### src/hw/brmw_pkg.sv
// brmw_pkg: constants and carrier types for the bridge memory window and secondary status
package brmw_pkg;

  // register indices; byte address on the bus is four times the index
  localparam logic [7:0] IDX_COMMAND = 8'h04;
  localparam logic [7:0] IDX_SEC_STATUS = 8'h1E;
  localparam logic [7:0] IDX_MEM_BASE = 8'h20;
  localparam logic [7:0] IDX_MEM_LIMIT = 8'h22;
  localparam logic [7:0] IDX_BRIDGE_CTRL = 8'h3E;
  localparam logic [7:0] IDX_IRQ_STATUS = 8'h40;
  localparam logic [7:0] IDX_IRQ_MASK = 8'h41;
  localparam int BUS_ADDR_W = 10;

  // secondary status fields
  localparam int TST_LSB = 9;
  localparam logic [1:0] TST_MEDIUM = 2'h1;
  localparam int MPF_BIT = 8;
  localparam int FB2B_BIT = 7;
  localparam int HSC_BIT = 5;

  // window fields
  localparam int WIN_MSB = 15;
  localparam int WIN_LSB = 4;
  localparam int ADDR_WIN_MSB = 31;
  localparam int ADDR_WIN_LSB = 20;
  localparam logic [11:0] RST_WIN = 12'h000;

  // control fields
  localparam int PERR_EN_BIT = 0;
  localparam int CMD_MSE_BIT = 1;
  localparam int CMD_BME_BIT = 2;
  localparam logic [15:0] RST_CTRL = 16'h0000;

  // interrupt status and mask layout
  localparam int IRQ_W = 2;
  localparam int IRQ_PARITY_BIT = 0;
  localparam int IRQ_BLOCKED_BIT = 1;
  localparam logic [1:0] RST_IRQ = 2'h0;

  localparam logic [31:0] RST_RDATA = 32'h0000_0000;

  typedef struct packed {
    logic valid;
    logic [31:0] addr;
  } brmw_req_type;

  typedef struct packed {
    logic valid;
    logic forward;
  } brmw_dec_type;

  typedef enum logic {
    BUS_IDLE = 1'b0,
    BUS_ACK = 1'b1
  } brmw_bus_state_type;

endpackage : brmw_pkg

### src/hw/brmw_top.sv
// brmw_top: memory window decode, secondary status and register slave of the bridge
`timescale 1ns/10ps
module brmw_top #(
  parameter int BUS_ADDR_W = brmw_pkg::BUS_ADDR_W
) (
  input wire logic i_clock,
  input wire logic i_sys_rst,
  input wire logic [BUS_ADDR_W-1:0] i_avs_address,
  input wire logic i_avs_read,
  input wire logic i_avs_write,
  input wire logic [31:0] i_avs_writedata,
  input wire logic [3:0] i_avs_byteenable,
  output logic [31:0] o_avs_readdata,
  output logic o_avs_waitrequest,
  input wire logic i_rd_perr_driven,
  input wire logic i_wr_perr_seen,
  input wire logic i_pcix_mode,
  input wire logic i_split_data_uncorr,
  input wire logic i_split_wr_err_msg,
  input wire brmw_pkg::brmw_req_type i_dn_req,
  input wire brmw_pkg::brmw_req_type i_up_req,
  output brmw_pkg::brmw_dec_type o_dn_dec,
  output brmw_pkg::brmw_dec_type o_up_dec,
  output logic o_irq
);

  if (BUS_ADDR_W < 10) begin : g_addr_chk
    $error("brmw_top: bus address too narrow for the register map");
  end

  brmw_pkg::brmw_bus_state_type bus_state_ff;
  logic wait_ff;
  logic [31:0] rdata_ff;
  logic [11:0] base_ff;
  logic [11:0] limit_ff;
  logic mpf_ff;
  logic [15:0] bctrl_ff;
  logic [15:0] cmd_ff;
  logic [brmw_pkg::IRQ_W-1:0] irq_stat_ff;
  logic [brmw_pkg::IRQ_W-1:0] irq_mask_ff;
  brmw_pkg::brmw_dec_type dn_dec_ff;
  brmw_pkg::brmw_dec_type up_dec_ff;
  logic irq_ff;

  logic acc_req;
  logic acc_wr;
  logic acc_rd;
  logic [31:0] nxt_rdata;
  logic [15:0] sec_status;
  logic perr_en;
  logic mse;
  logic bme;
  logic mpf_set;
  logic mpf_clr;
  logic dn_hit;
  logic up_hit;
  logic blocked;
  logic [brmw_pkg::IRQ_W-1:0] irq_events;
  logic [15:0] base_merged;
  logic [15:0] limit_merged;

  // word-aligned decode of one register index
  function automatic logic reg_hit(input logic [BUS_ADDR_W-1:0] addr, input logic [7:0] idx);
    logic [BUS_ADDR_W-1:0] byte_addr;
    byte_addr = BUS_ADDR_W'({idx, 2'b00});
    reg_hit = (addr == byte_addr);
  endfunction : reg_hit

  // byte-lane merge for a 16-bit register held in the low lanes
  function automatic logic [15:0] merge16(input logic [15:0] old, input logic [31:0] data,
                                          input logic [3:0] be);
    logic [15:0] res;
    res = old;
    if (be[0]) begin
      res[7:0] = data[7:0];
    end
    if (be[1]) begin
      res[15:8] = data[15:8];
    end
    merge16 = res;
  endfunction : merge16

  // window match on address bits 31:20
  function automatic logic in_window(input logic [31:0] addr, input logic [11:0] base,
                                     input logic [11:0] limit);
    logic [11:0] a;
    a = addr[brmw_pkg::ADDR_WIN_MSB:brmw_pkg::ADDR_WIN_LSB];
    in_window = (limit > base)
             && (a >= base)
             && (a < limit);
  endfunction : in_window

  assign acc_req = i_avs_read || i_avs_write;
  // bus state ack is the one cycle with waitrequest low; the master still holds its request
  assign acc_wr = (bus_state_ff == brmw_pkg::BUS_ACK) && i_avs_write;
  assign acc_rd = (bus_state_ff == brmw_pkg::BUS_ACK) && i_avs_read;

  assign perr_en = bctrl_ff[brmw_pkg::PERR_EN_BIT];
  assign mse = cmd_ff[brmw_pkg::CMD_MSE_BIT];
  assign bme = cmd_ff[brmw_pkg::CMD_BME_BIT];
  assign base_merged = merge16({base_ff, 4'h0}, i_avs_writedata, i_avs_byteenable);
  assign limit_merged = merge16({limit_ff, 4'h0}, i_avs_writedata, i_avs_byteenable);

  always_comb begin
    sec_status = 16'h0000;
    sec_status[brmw_pkg::TST_LSB +: 2] = brmw_pkg::TST_MEDIUM;
    sec_status[brmw_pkg::MPF_BIT] = mpf_ff;
    sec_status[brmw_pkg::FB2B_BIT] = 1'b1;
    sec_status[brmw_pkg::HSC_BIT] = 1'b1;
  end

  always_comb begin
    nxt_rdata = brmw_pkg::RST_RDATA;
    if (reg_hit(i_avs_address, brmw_pkg::IDX_SEC_STATUS)) begin
      nxt_rdata[15:0] = sec_status;
    end else if (reg_hit(i_avs_address, brmw_pkg::IDX_MEM_BASE)) begin
      nxt_rdata[brmw_pkg::WIN_MSB:brmw_pkg::WIN_LSB] = base_ff;
    end else if (reg_hit(i_avs_address, brmw_pkg::IDX_MEM_LIMIT)) begin
      nxt_rdata[brmw_pkg::WIN_MSB:brmw_pkg::WIN_LSB] = limit_ff;
    end else if (reg_hit(i_avs_address, brmw_pkg::IDX_BRIDGE_CTRL)) begin
      nxt_rdata[15:0] = bctrl_ff;
    end else if (reg_hit(i_avs_address, brmw_pkg::IDX_COMMAND)) begin
      nxt_rdata[15:0] = cmd_ff;
    end else if (reg_hit(i_avs_address, brmw_pkg::IDX_IRQ_STATUS)) begin
      nxt_rdata[brmw_pkg::IRQ_W-1:0] = irq_stat_ff;
    end else if (reg_hit(i_avs_address, brmw_pkg::IDX_IRQ_MASK)) begin
      nxt_rdata[brmw_pkg::IRQ_W-1:0] = irq_mask_ff;
    end
  end

  // fixed one-cycle answer; readdata is captured as waitrequest falls
  always_ff @(posedge i_clock) begin
    if (i_sys_rst) begin
      bus_state_ff <= brmw_pkg::BUS_IDLE;
      wait_ff <= 1'b1;
      rdata_ff <= brmw_pkg::RST_RDATA;
    end else begin
      unique case (bus_state_ff)
        brmw_pkg::BUS_IDLE: begin
          if (acc_req) begin
            bus_state_ff <= brmw_pkg::BUS_ACK;
            wait_ff <= 1'b0;
            rdata_ff <= i_avs_read ? nxt_rdata : brmw_pkg::RST_RDATA;
          end
        end
        brmw_pkg::BUS_ACK: begin
          bus_state_ff <= brmw_pkg::BUS_IDLE;
          wait_ff <= 1'b1;
        end
      endcase
    end
  end

  always_ff @(posedge i_clock) begin
    if (i_sys_rst) begin
      base_ff <= brmw_pkg::RST_WIN;
      limit_ff <= brmw_pkg::RST_WIN;
    end else if (acc_wr) begin
      // low nibble is dropped on write, so the window stays 1 MB aligned
      if (reg_hit(i_avs_address, brmw_pkg::IDX_MEM_BASE)) begin
        base_ff <= base_merged[brmw_pkg::WIN_MSB:brmw_pkg::WIN_LSB];
      end
      if (reg_hit(i_avs_address, brmw_pkg::IDX_MEM_LIMIT)) begin
        limit_ff <= limit_merged[brmw_pkg::WIN_MSB:brmw_pkg::WIN_LSB];
      end
    end
  end

  always_ff @(posedge i_clock) begin
    if (i_sys_rst) begin
      bctrl_ff <= brmw_pkg::RST_CTRL;
      cmd_ff <= brmw_pkg::RST_CTRL;
    end else if (acc_wr) begin
      if (reg_hit(i_avs_address, brmw_pkg::IDX_BRIDGE_CTRL)) begin
        bctrl_ff <= merge16(bctrl_ff, i_avs_writedata, i_avs_byteenable);
      end
      if (reg_hit(i_avs_address, brmw_pkg::IDX_COMMAND)) begin
        cmd_ff <= merge16(cmd_ff, i_avs_writedata, i_avs_byteenable);
      end
    end
  end

  // master parity fault flag
  always_comb begin
    mpf_set = perr_en && (
              i_rd_perr_driven
           || i_wr_perr_seen
           || (i_pcix_mode && i_split_data_uncorr)
           || (i_pcix_mode && i_split_wr_err_msg));
    mpf_clr = acc_wr && reg_hit(i_avs_address, brmw_pkg::IDX_SEC_STATUS)
           && i_avs_byteenable[1] && i_avs_writedata[brmw_pkg::MPF_BIT];
  end

  always_ff @(posedge i_clock) begin
    if (i_sys_rst) begin
      mpf_ff <= 1'b0;
    end else if (mpf_set) begin
      // a new fault beats a same-cycle clear
      mpf_ff <= 1'b1;
    end else if (mpf_clr) begin
      mpf_ff <= 1'b0;
    end
  end

  // window decode for both directions
  assign dn_hit = in_window(i_dn_req.addr, base_ff, limit_ff);
  assign up_hit = in_window(i_up_req.addr, base_ff, limit_ff);

  always_ff @(posedge i_clock) begin
    if (i_sys_rst) begin
      dn_dec_ff <= '0;
      up_dec_ff <= '0;
    end else begin
      dn_dec_ff.valid <= i_dn_req.valid;
      dn_dec_ff.forward <= i_dn_req.valid && dn_hit && mse;
      up_dec_ff.valid <= i_up_req.valid;
      up_dec_ff.forward <= i_up_req.valid && !up_hit && bme;
    end
  end

  // interrupt status: sticky, cleared by reading it; new events win over the clear
  assign blocked = (i_dn_req.valid && dn_hit && !mse) || (i_up_req.valid && !up_hit && !bme);

  always_comb begin
    irq_events = '0;
    irq_events[brmw_pkg::IRQ_PARITY_BIT] = mpf_set;
    irq_events[brmw_pkg::IRQ_BLOCKED_BIT] = blocked;
  end

  always_ff @(posedge i_clock) begin
    if (i_sys_rst) begin
      irq_stat_ff <= brmw_pkg::RST_IRQ;
    end else if (acc_rd && reg_hit(i_avs_address, brmw_pkg::IDX_IRQ_STATUS)) begin
      irq_stat_ff <= irq_events;
    end else begin
      irq_stat_ff <= irq_stat_ff | irq_events;
    end
  end

  always_ff @(posedge i_clock) begin
    if (i_sys_rst) begin
      irq_mask_ff <= brmw_pkg::RST_IRQ;
    end else if (acc_wr && reg_hit(i_avs_address, brmw_pkg::IDX_IRQ_MASK)) begin
      if (i_avs_byteenable[0]) begin
        irq_mask_ff <= i_avs_writedata[brmw_pkg::IRQ_W-1:0];
      end
    end
  end

  // registered, so the line trails the status bit by one cycle
  always_ff @(posedge i_clock) begin
    if (i_sys_rst) begin
      irq_ff <= 1'b0;
    end else begin
      irq_ff <= |(irq_stat_ff & irq_mask_ff);
    end
  end

  assign o_avs_readdata = rdata_ff;
  assign o_avs_waitrequest = wait_ff;
  assign o_dn_dec = dn_dec_ff;
  assign o_up_dec = up_dec_ff;
  assign o_irq = irq_ff;

  logic rd_status_done;
  logic rd_base_done;
  logic rd_limit_done;
  assign rd_status_done = acc_rd && reg_hit(i_avs_address, brmw_pkg::IDX_SEC_STATUS);
  assign rd_base_done = acc_rd && reg_hit(i_avs_address, brmw_pkg::IDX_MEM_BASE);
  assign rd_limit_done = acc_rd && reg_hit(i_avs_address, brmw_pkg::IDX_MEM_LIMIT);
endmodule : brmw_top

### config.mk
export PLATFORM = sky130hd
export DESIGN_NAME = brmw_top
export DESIGN_NICKNAME = d
export VERILOG_FILES = /design/src/hw/brmw_pkg.sv /design/src/hw/brmw_top.sv
export SDC_FILE = /design/constraint.sdc
export NUM_CORES = 1
export LEC_CHECK = 0
export ABC_AREA = 1
export BUFFER_PORTS_ARGS = -buffer_cell sky130_fd_sc_hd__buf_2
export CAP_MARGIN = 20
export CORE_ASPECT_RATIO = 1.4
export CORE_MARGIN = 1
export CORE_UTILIZATION = 47
export CTS_CLUSTER_SIZE = 10
export DETAILED_ROUTE_END_ITERATION = 8
export PLACE_DENSITY = 0.77
export SLEW_MARGIN = 40
export SYNTH_ARGS = -nofsm -noshare
export SYNTH_HDL_FRONTEND = slang
export SYNTH_SLANG_ARGS = --single-unit
export TNS_END_PERCENT = 50
### constraint.sdc
create_clock -name i_clock -period 1.48 [get_ports i_clock]
set_input_delay 0.074 -clock i_clock [delete_from_list [all_inputs] [get_ports i_clock]]
set_output_delay 0.074 -clock i_clock [all_outputs]
set_load 0.01 [all_outputs]
Yosys cells after proc, flatten, opt, wreduce, memory -nomap -nowiden
Index checks and enable logic that the tools add are counted.
- equality and inequality tests: 8
- reductions and logical operators: 40
- order comparisons: 5
- mux-type cells: 18
- bitwise logic cells: 3
- operators with widths (cell ; number):
    16-bit two-way mux ; 3
    10-bit by 8-bit equality test with 1-bit output, second input constant ; 3
    12-bit greater-or-equal comparator ; 2
    12-bit < comparator ; 2
    12-bit two-way mux ; 2
    3-bit AND reduction ; 8
    10-bit by 9-bit equality test with 1-bit output, second input constant ; 2
    1-bit logical AND ; 20
    14-bit two-way mux ; 1
    12-bit > comparator ; 1
    10-bit by 5-bit equality test with 1-bit output, second input constant ; 1
    10-bit by 7-bit equality test with 1-bit output, second input constant ; 1
    2-bit two-way mux ; 4
    4-bit two-way mux ; 2
    1-bit logical OR ; 5
    1-bit two-way mux ; 4
    1-bit one-hot mux with 2 select lines ; 2
    2-bit AND reduction ; 2
    1-bit logical NOT ; 3
    2-bit AND ; 1
    2-bit inequality test, second input constant ; 1
    2-bit bitwise OR ; 1
    2-bit nonzero test ; 1
    2-bit OR reduction ; 1
    1-bit inverter ; 1
- bits in registers: 100
- output and inout bits: 38

Depth between registers and ports, before layout
- depth after elaboration: 9
- depth in mapped cells: 15
- depth with buffers taken out: 15

Worst setup path before layout
No wires, ideal clock.
- path type: register to register
- start: reg base_ff[11]
- end: reg irq_stat_ff[1] (netlist name)
- library setup time: 0.110 ns
- slack: -0.053 ns
- arrival time: 1.424 ns
- buffers on the path: 0
- stages on the path, launching flop included: 14
- data required time: 1.370 ns
- path through: dfxtp_1 -> inv_1 -> ha_1 -> nand2_1 -> nor2_1 -> nand2_1 -> a21oi_1 -> nor2_1 -> nor2_1 -> nand3_1 -> nand2_1 -> nand3_1 -> nand2_1 -> inv_1
- word-level cells in the longest chain between the ends: 9
- elaborated cells between the ends (all ways): 15
- RTL lines (element ; line ; RTL):
    start, declared ; brmw_top.sv:34 ; logic [11:0] base_ff;
    start signal, assigned ; brmw_top.sv:156 ; base_ff <= brmw_pkg::RST_WIN;
    start signal, assigned ; brmw_top.sv:161 ; base_ff <= base_merged[brmw_pkg::WIN_MSB:brmw_pkg::WIN_LSB];
    12-bit > comparator / 12-bit greater-or-equal comparator (equally long branches) ; brmw_top.sv:88, brmw_top.sv:89 ;
    1-bit logical AND ; brmw_top.sv:89 ; && (a >= base)
    1-bit logical AND ; brmw_top.sv:90 ; && (a < limit);
    1-bit logical NOT ; brmw_top.sv:222 ; assign blocked = (i_dn_req.valid && dn_hit && !mse) || (i_up_req.valid && !up_hit && !bme);
    1-bit logical AND (2 in series) ; brmw_top.sv:222 ;
    1-bit logical OR * ; brmw_top.sv:222 ;
    2-bit bitwise OR ; brmw_top.sv:236 ; irq_stat_ff <= irq_stat_ff | irq_events;
    2-bit two-way mux * ; brmw_top.sv:233 ; end else if (acc_rd && reg_hit(i_avs_address, brmw_pkg::IDX_IRQ_STATUS)) begin
    end signal, assigned ; brmw_top.sv:232 ; irq_stat_ff <= brmw_pkg::RST_IRQ;
    end signal, assigned ; brmw_top.sv:234 ; irq_stat_ff <= irq_events;
    end signal, assigned ; brmw_top.sv:236 ;
    end, declared ; brmw_top.sv:39 ; logic [brmw_pkg::IRQ_W-1:0] irq_stat_ff;
Every way passes the cells marked *; elsewhere a longest branch is shown, timed or not.
A chain may end at the register's enable or synchronous reset.

Worst setup path after layout
Ends and elaborated chain as after synthesis.

==> results_dict.tcl <==
set metrics [dict create \
    reg2reg_depth 12 \
    ir_worst_vdd_uv 516 \
    gr-total-overflow 0 \
    netlist_area_sq_mm 0.00517 \
    crit_path_end "irq_stat_ff[1]" \
    core_sq_mm 0.0105 \
    firstDrtPassIters 4 \
    grtUsageMet1_pct 29.7 \
    ys_seq_elements 84 \
    cts.sinks 84 \
    worstSetupPathType "reg -> reg" \
    fin_nets 1022 \
    synth_cells 717 \
    dp_hpwl_um 10300 \
    wl_um 14100 \
    dp_slack_ps -196 \
    hold_violations 0 \
    period_needed_ps 1660 \
    r2r_start "base_ff[11]" \
    clock_tree.buffer_depth 2 \
    p_comb_share_pct 11.7 \
    clk_latency_ps 340 \
    grt_pass1_wl_um 22700 \
    start_kind "flip-flop" \
    h-tree-depth 3 \
    ys_seq_area_share_pct 32.6 \
    yosys_warnings 0 \
    finalPower_uw 4970 \
    busiest_layer "met2" \
    cp_max_fo 4 \
    arrival_ps 1940 \
    drcViolationCount 0 \
    grt_pass1_vias 4949 \
    cap_violations 0 \
    cts_buffers 9 \
    synth_area_per_cell_sq_um 7.21 \
    reg2reg_slack_ps -180 \
    area_growth_pct 28.7 \
    p_sw_uw 1250 \
    pwr-share-clk_pct 42.6 \
    grt.total_usage_pct 24.7 \
    tritoncts "done" \
    die_y_um 126 \
    worstPathRequired_ps 1770 \
    vias_per_cell 5.29 \
    slew_violations 0 \
    violations "setup timing" \
    antenna_found_initial 0 \
    dpl-instance-area_sq_mm 0.00595 \
    switching_share_pct 25.1 \
    rr_endpoint "irq_stat_ff[1]" \
    first_iter_violations 359 \
    period_share_pct 112 \
    worst_slack_ps -175 \
    io_pins 159 \
    cts_root_buffer "clkbuf_16" \
    crit_start "base_ff[11]" \
    pwr-share-seq_pct 45.7 \
    gp_congestion 0.857 \
    rows 44 \
    hold_path_class "in -> reg" \
    fin_skew_ps 8.60 \
    vias 5214 \
    power-per-cell-area_mw_per_mm2 747 \
    setup.worst_path.end_class "flip-flop" \
    p_leak_uw 0.00299 \
    fmax_mhz 604 \
    dieArea_sq_mm 0.0114 \
    clk_pin_slew_ps 60 \
    wl_per_cell_um 14.3 \
    rsz0062_at_grt "yes" \
    ys_types 35 \
    diodes 0 \
    met2_usage_pct 43.1 \
    grt_max_degree 60 \
    drive_gt1_share_pct 30.9 \
    setup_viol 3 \
    status "finished with violations" \
    start_util_pct 49.1 \
    stdcell_area_sq_mm 0.00665 \
    finalSetupTns_ps -306 \
    ant_nets 0 \
    grt_use_met3_pct 3.20 \
    dieWidth_um 90.6 \
    internal-power_uw 3720 \
    numPortBuffers 84 \
]
## layer usage
layer  vias to the layer above  part of all wire (%)
li1                       2593                     -
met3                        38                   4.6
met4                         0                   3.2
met2                       167                    51
met5                         -                     0
met1                      2416                    42
## layout make-up
class | count | area [sq um]
Clock inverter | 4 | 23.8
Timing Repair Buffer | 136 | 832
Tap cell | 138 | 173
Fill cell | 943 | 3870
Multi-Input combinational cell | 506 | 3240
Inverter | 106 | 413
Clock buffer | 12 | 256
Sequential cell | 84 | 1720
## registers in the layout (all words and copies together), names as in the netlist
signal and count:
bctrl_ff 16, cmd_ff 16, o_avs_readdata 16, base_ff 12
limit_ff 12, irq_mask_ff 2, irq_stat_ff 2, o_dn_dec 2
o_up_dec 2, bus_state_ff 1, mpf_ff 1, o_avs_waitrequest 1
o_irq 1
## worst min-delay path by stage
stage | start | to | slack [ps] | cells after the start
finish | i_avs_writedata[2] | cmd_ff[2] | 50 | 3
global route | i_avs_writedata[14] | cmd_ff[14] | 70 | 3
CTS | i_avs_writedata[3] | bctrl_ff[3] | 40 | 3
detailed placement | i_dn_req[32] | o_dn_dec[1] | 320 | 3
global placement | i_dn_req[32] | o_dn_dec[1] | 310 | 3
floorplan | i_dn_req[32] | o_dn_dec[1] | 200 | 2
## metrics by stage
stage               utilization [%]  cells  hold slack [ps]
floorplan                         -    732              199
global placement               56.6    963              312
detailed placement             56.6    963              317
CTS                            61.6    984             37.2
global route                   63.2    986             67.1
finish                         63.2    986             49.2
## synthesized netlist by cell type (all sizes together)
cell type / number / share of area, %
clkbuf: 9 / 0.65
nand3: 17 / 1.6
o21bai: 4 / 0.58
and3: 1 / 0.12
and2: 2 / 0.24
inv: 106 / 7.8
buf: 27 / 4.1
o21a: 2 / 0.29
ha: 58 / 14
nor2: 59 / 4.8
dfxtp: 84 / 33
nor3: 8 / 1.2
o22ai: 7 / 0.85
conb: 1 / 0.073
o21ai: 79 / 7.7
a21oi: 97 / 9.6
o31ai: 1 / 0.15
a211oi: 3 / 0.44
nand4: 8 / 1.1
a21o: 3 / 0.44
o221ai: 3 / 0.51
nand2: 138 / 11
## power groups by stage
stage | clock, uW | combinational, uW | sequential [uW]
2_1_floorplan | 0 | 316 | 2330
3_3_place_gp | 0 | 515 | 2330
3_5_place_dp | 0 | 525 | 2330
4_1_cts | 2130 | 546 | 2270
5_1_grt | 2240 | 655 | 2270
6_report | 2120 | 582 | 2270
## cells in the final DEF, fill, tap and decap left out, types with 3 or more instances in the layout
cell type  synthesis  routed
a21o_1             3       3
nand2_4            5       9
dfxtp_2            0      12
ha_1              58      41
nand2_2            9      18
nor2_2             5      10
inv_4              1       6
inv_1            100      84
o21ai_0           61      61
buf_4             16      48
dfxtp_4            0       5
nor3_1             6       6
buf_2              4      84
o21bai_1           4       4
nor2_4             2       6
o221ai_1           3       3
a211oi_1           3       3
a21oi_2            3       9
nor2_1            52      43
o21ai_1           18      18
inv_2              5      16
nand3_1           17      15
ha_4               0      17
nand2_1          124     111
clkbuf_16          0       9
dfxtp_1           84      67
o22ai_1            7       7
conb_1             1      16
nand4_1            7       7
clkinv_2           0       3
a21oi_1           94      88
## worst max-delay path: stages (launching register included)
cell     delay (ps)
dfxtp_2         360
inv_4            70
ha_4            250
a21o_1          180
nor2_1          200
nand2_1          90
nor2_1          110
nor2_1           50
nand3_2          70
nand2_1          50
nand3_1          80
nand2_1          50
inv_1            50
## cells by family (layout without fill, tap and decap cells)
kind of cell,after synthesis,after routing,share of synthesized area (%)
flip-flops,84,84,32.6
buffers and inverters,142,258,12.5
AND/OR/NAND/NOR,233,233,20.3
adder cells (fa/ha/maj),58,58,14.0
AO/OA/AOI/OAI,199,199,20.5
other,1,16,0.0726
## timing repair
action                                 CTS  global route
setup buffers                            3             2
gates resized for setup                 44            44
cloned                                   0             0
pin swaps                               21            16
hold buffers                             2             0
setup endpoints to repair                3            28
endpoints found under the hold margin    3             0
Note: power is estimated with default switching activity, not from simulation.
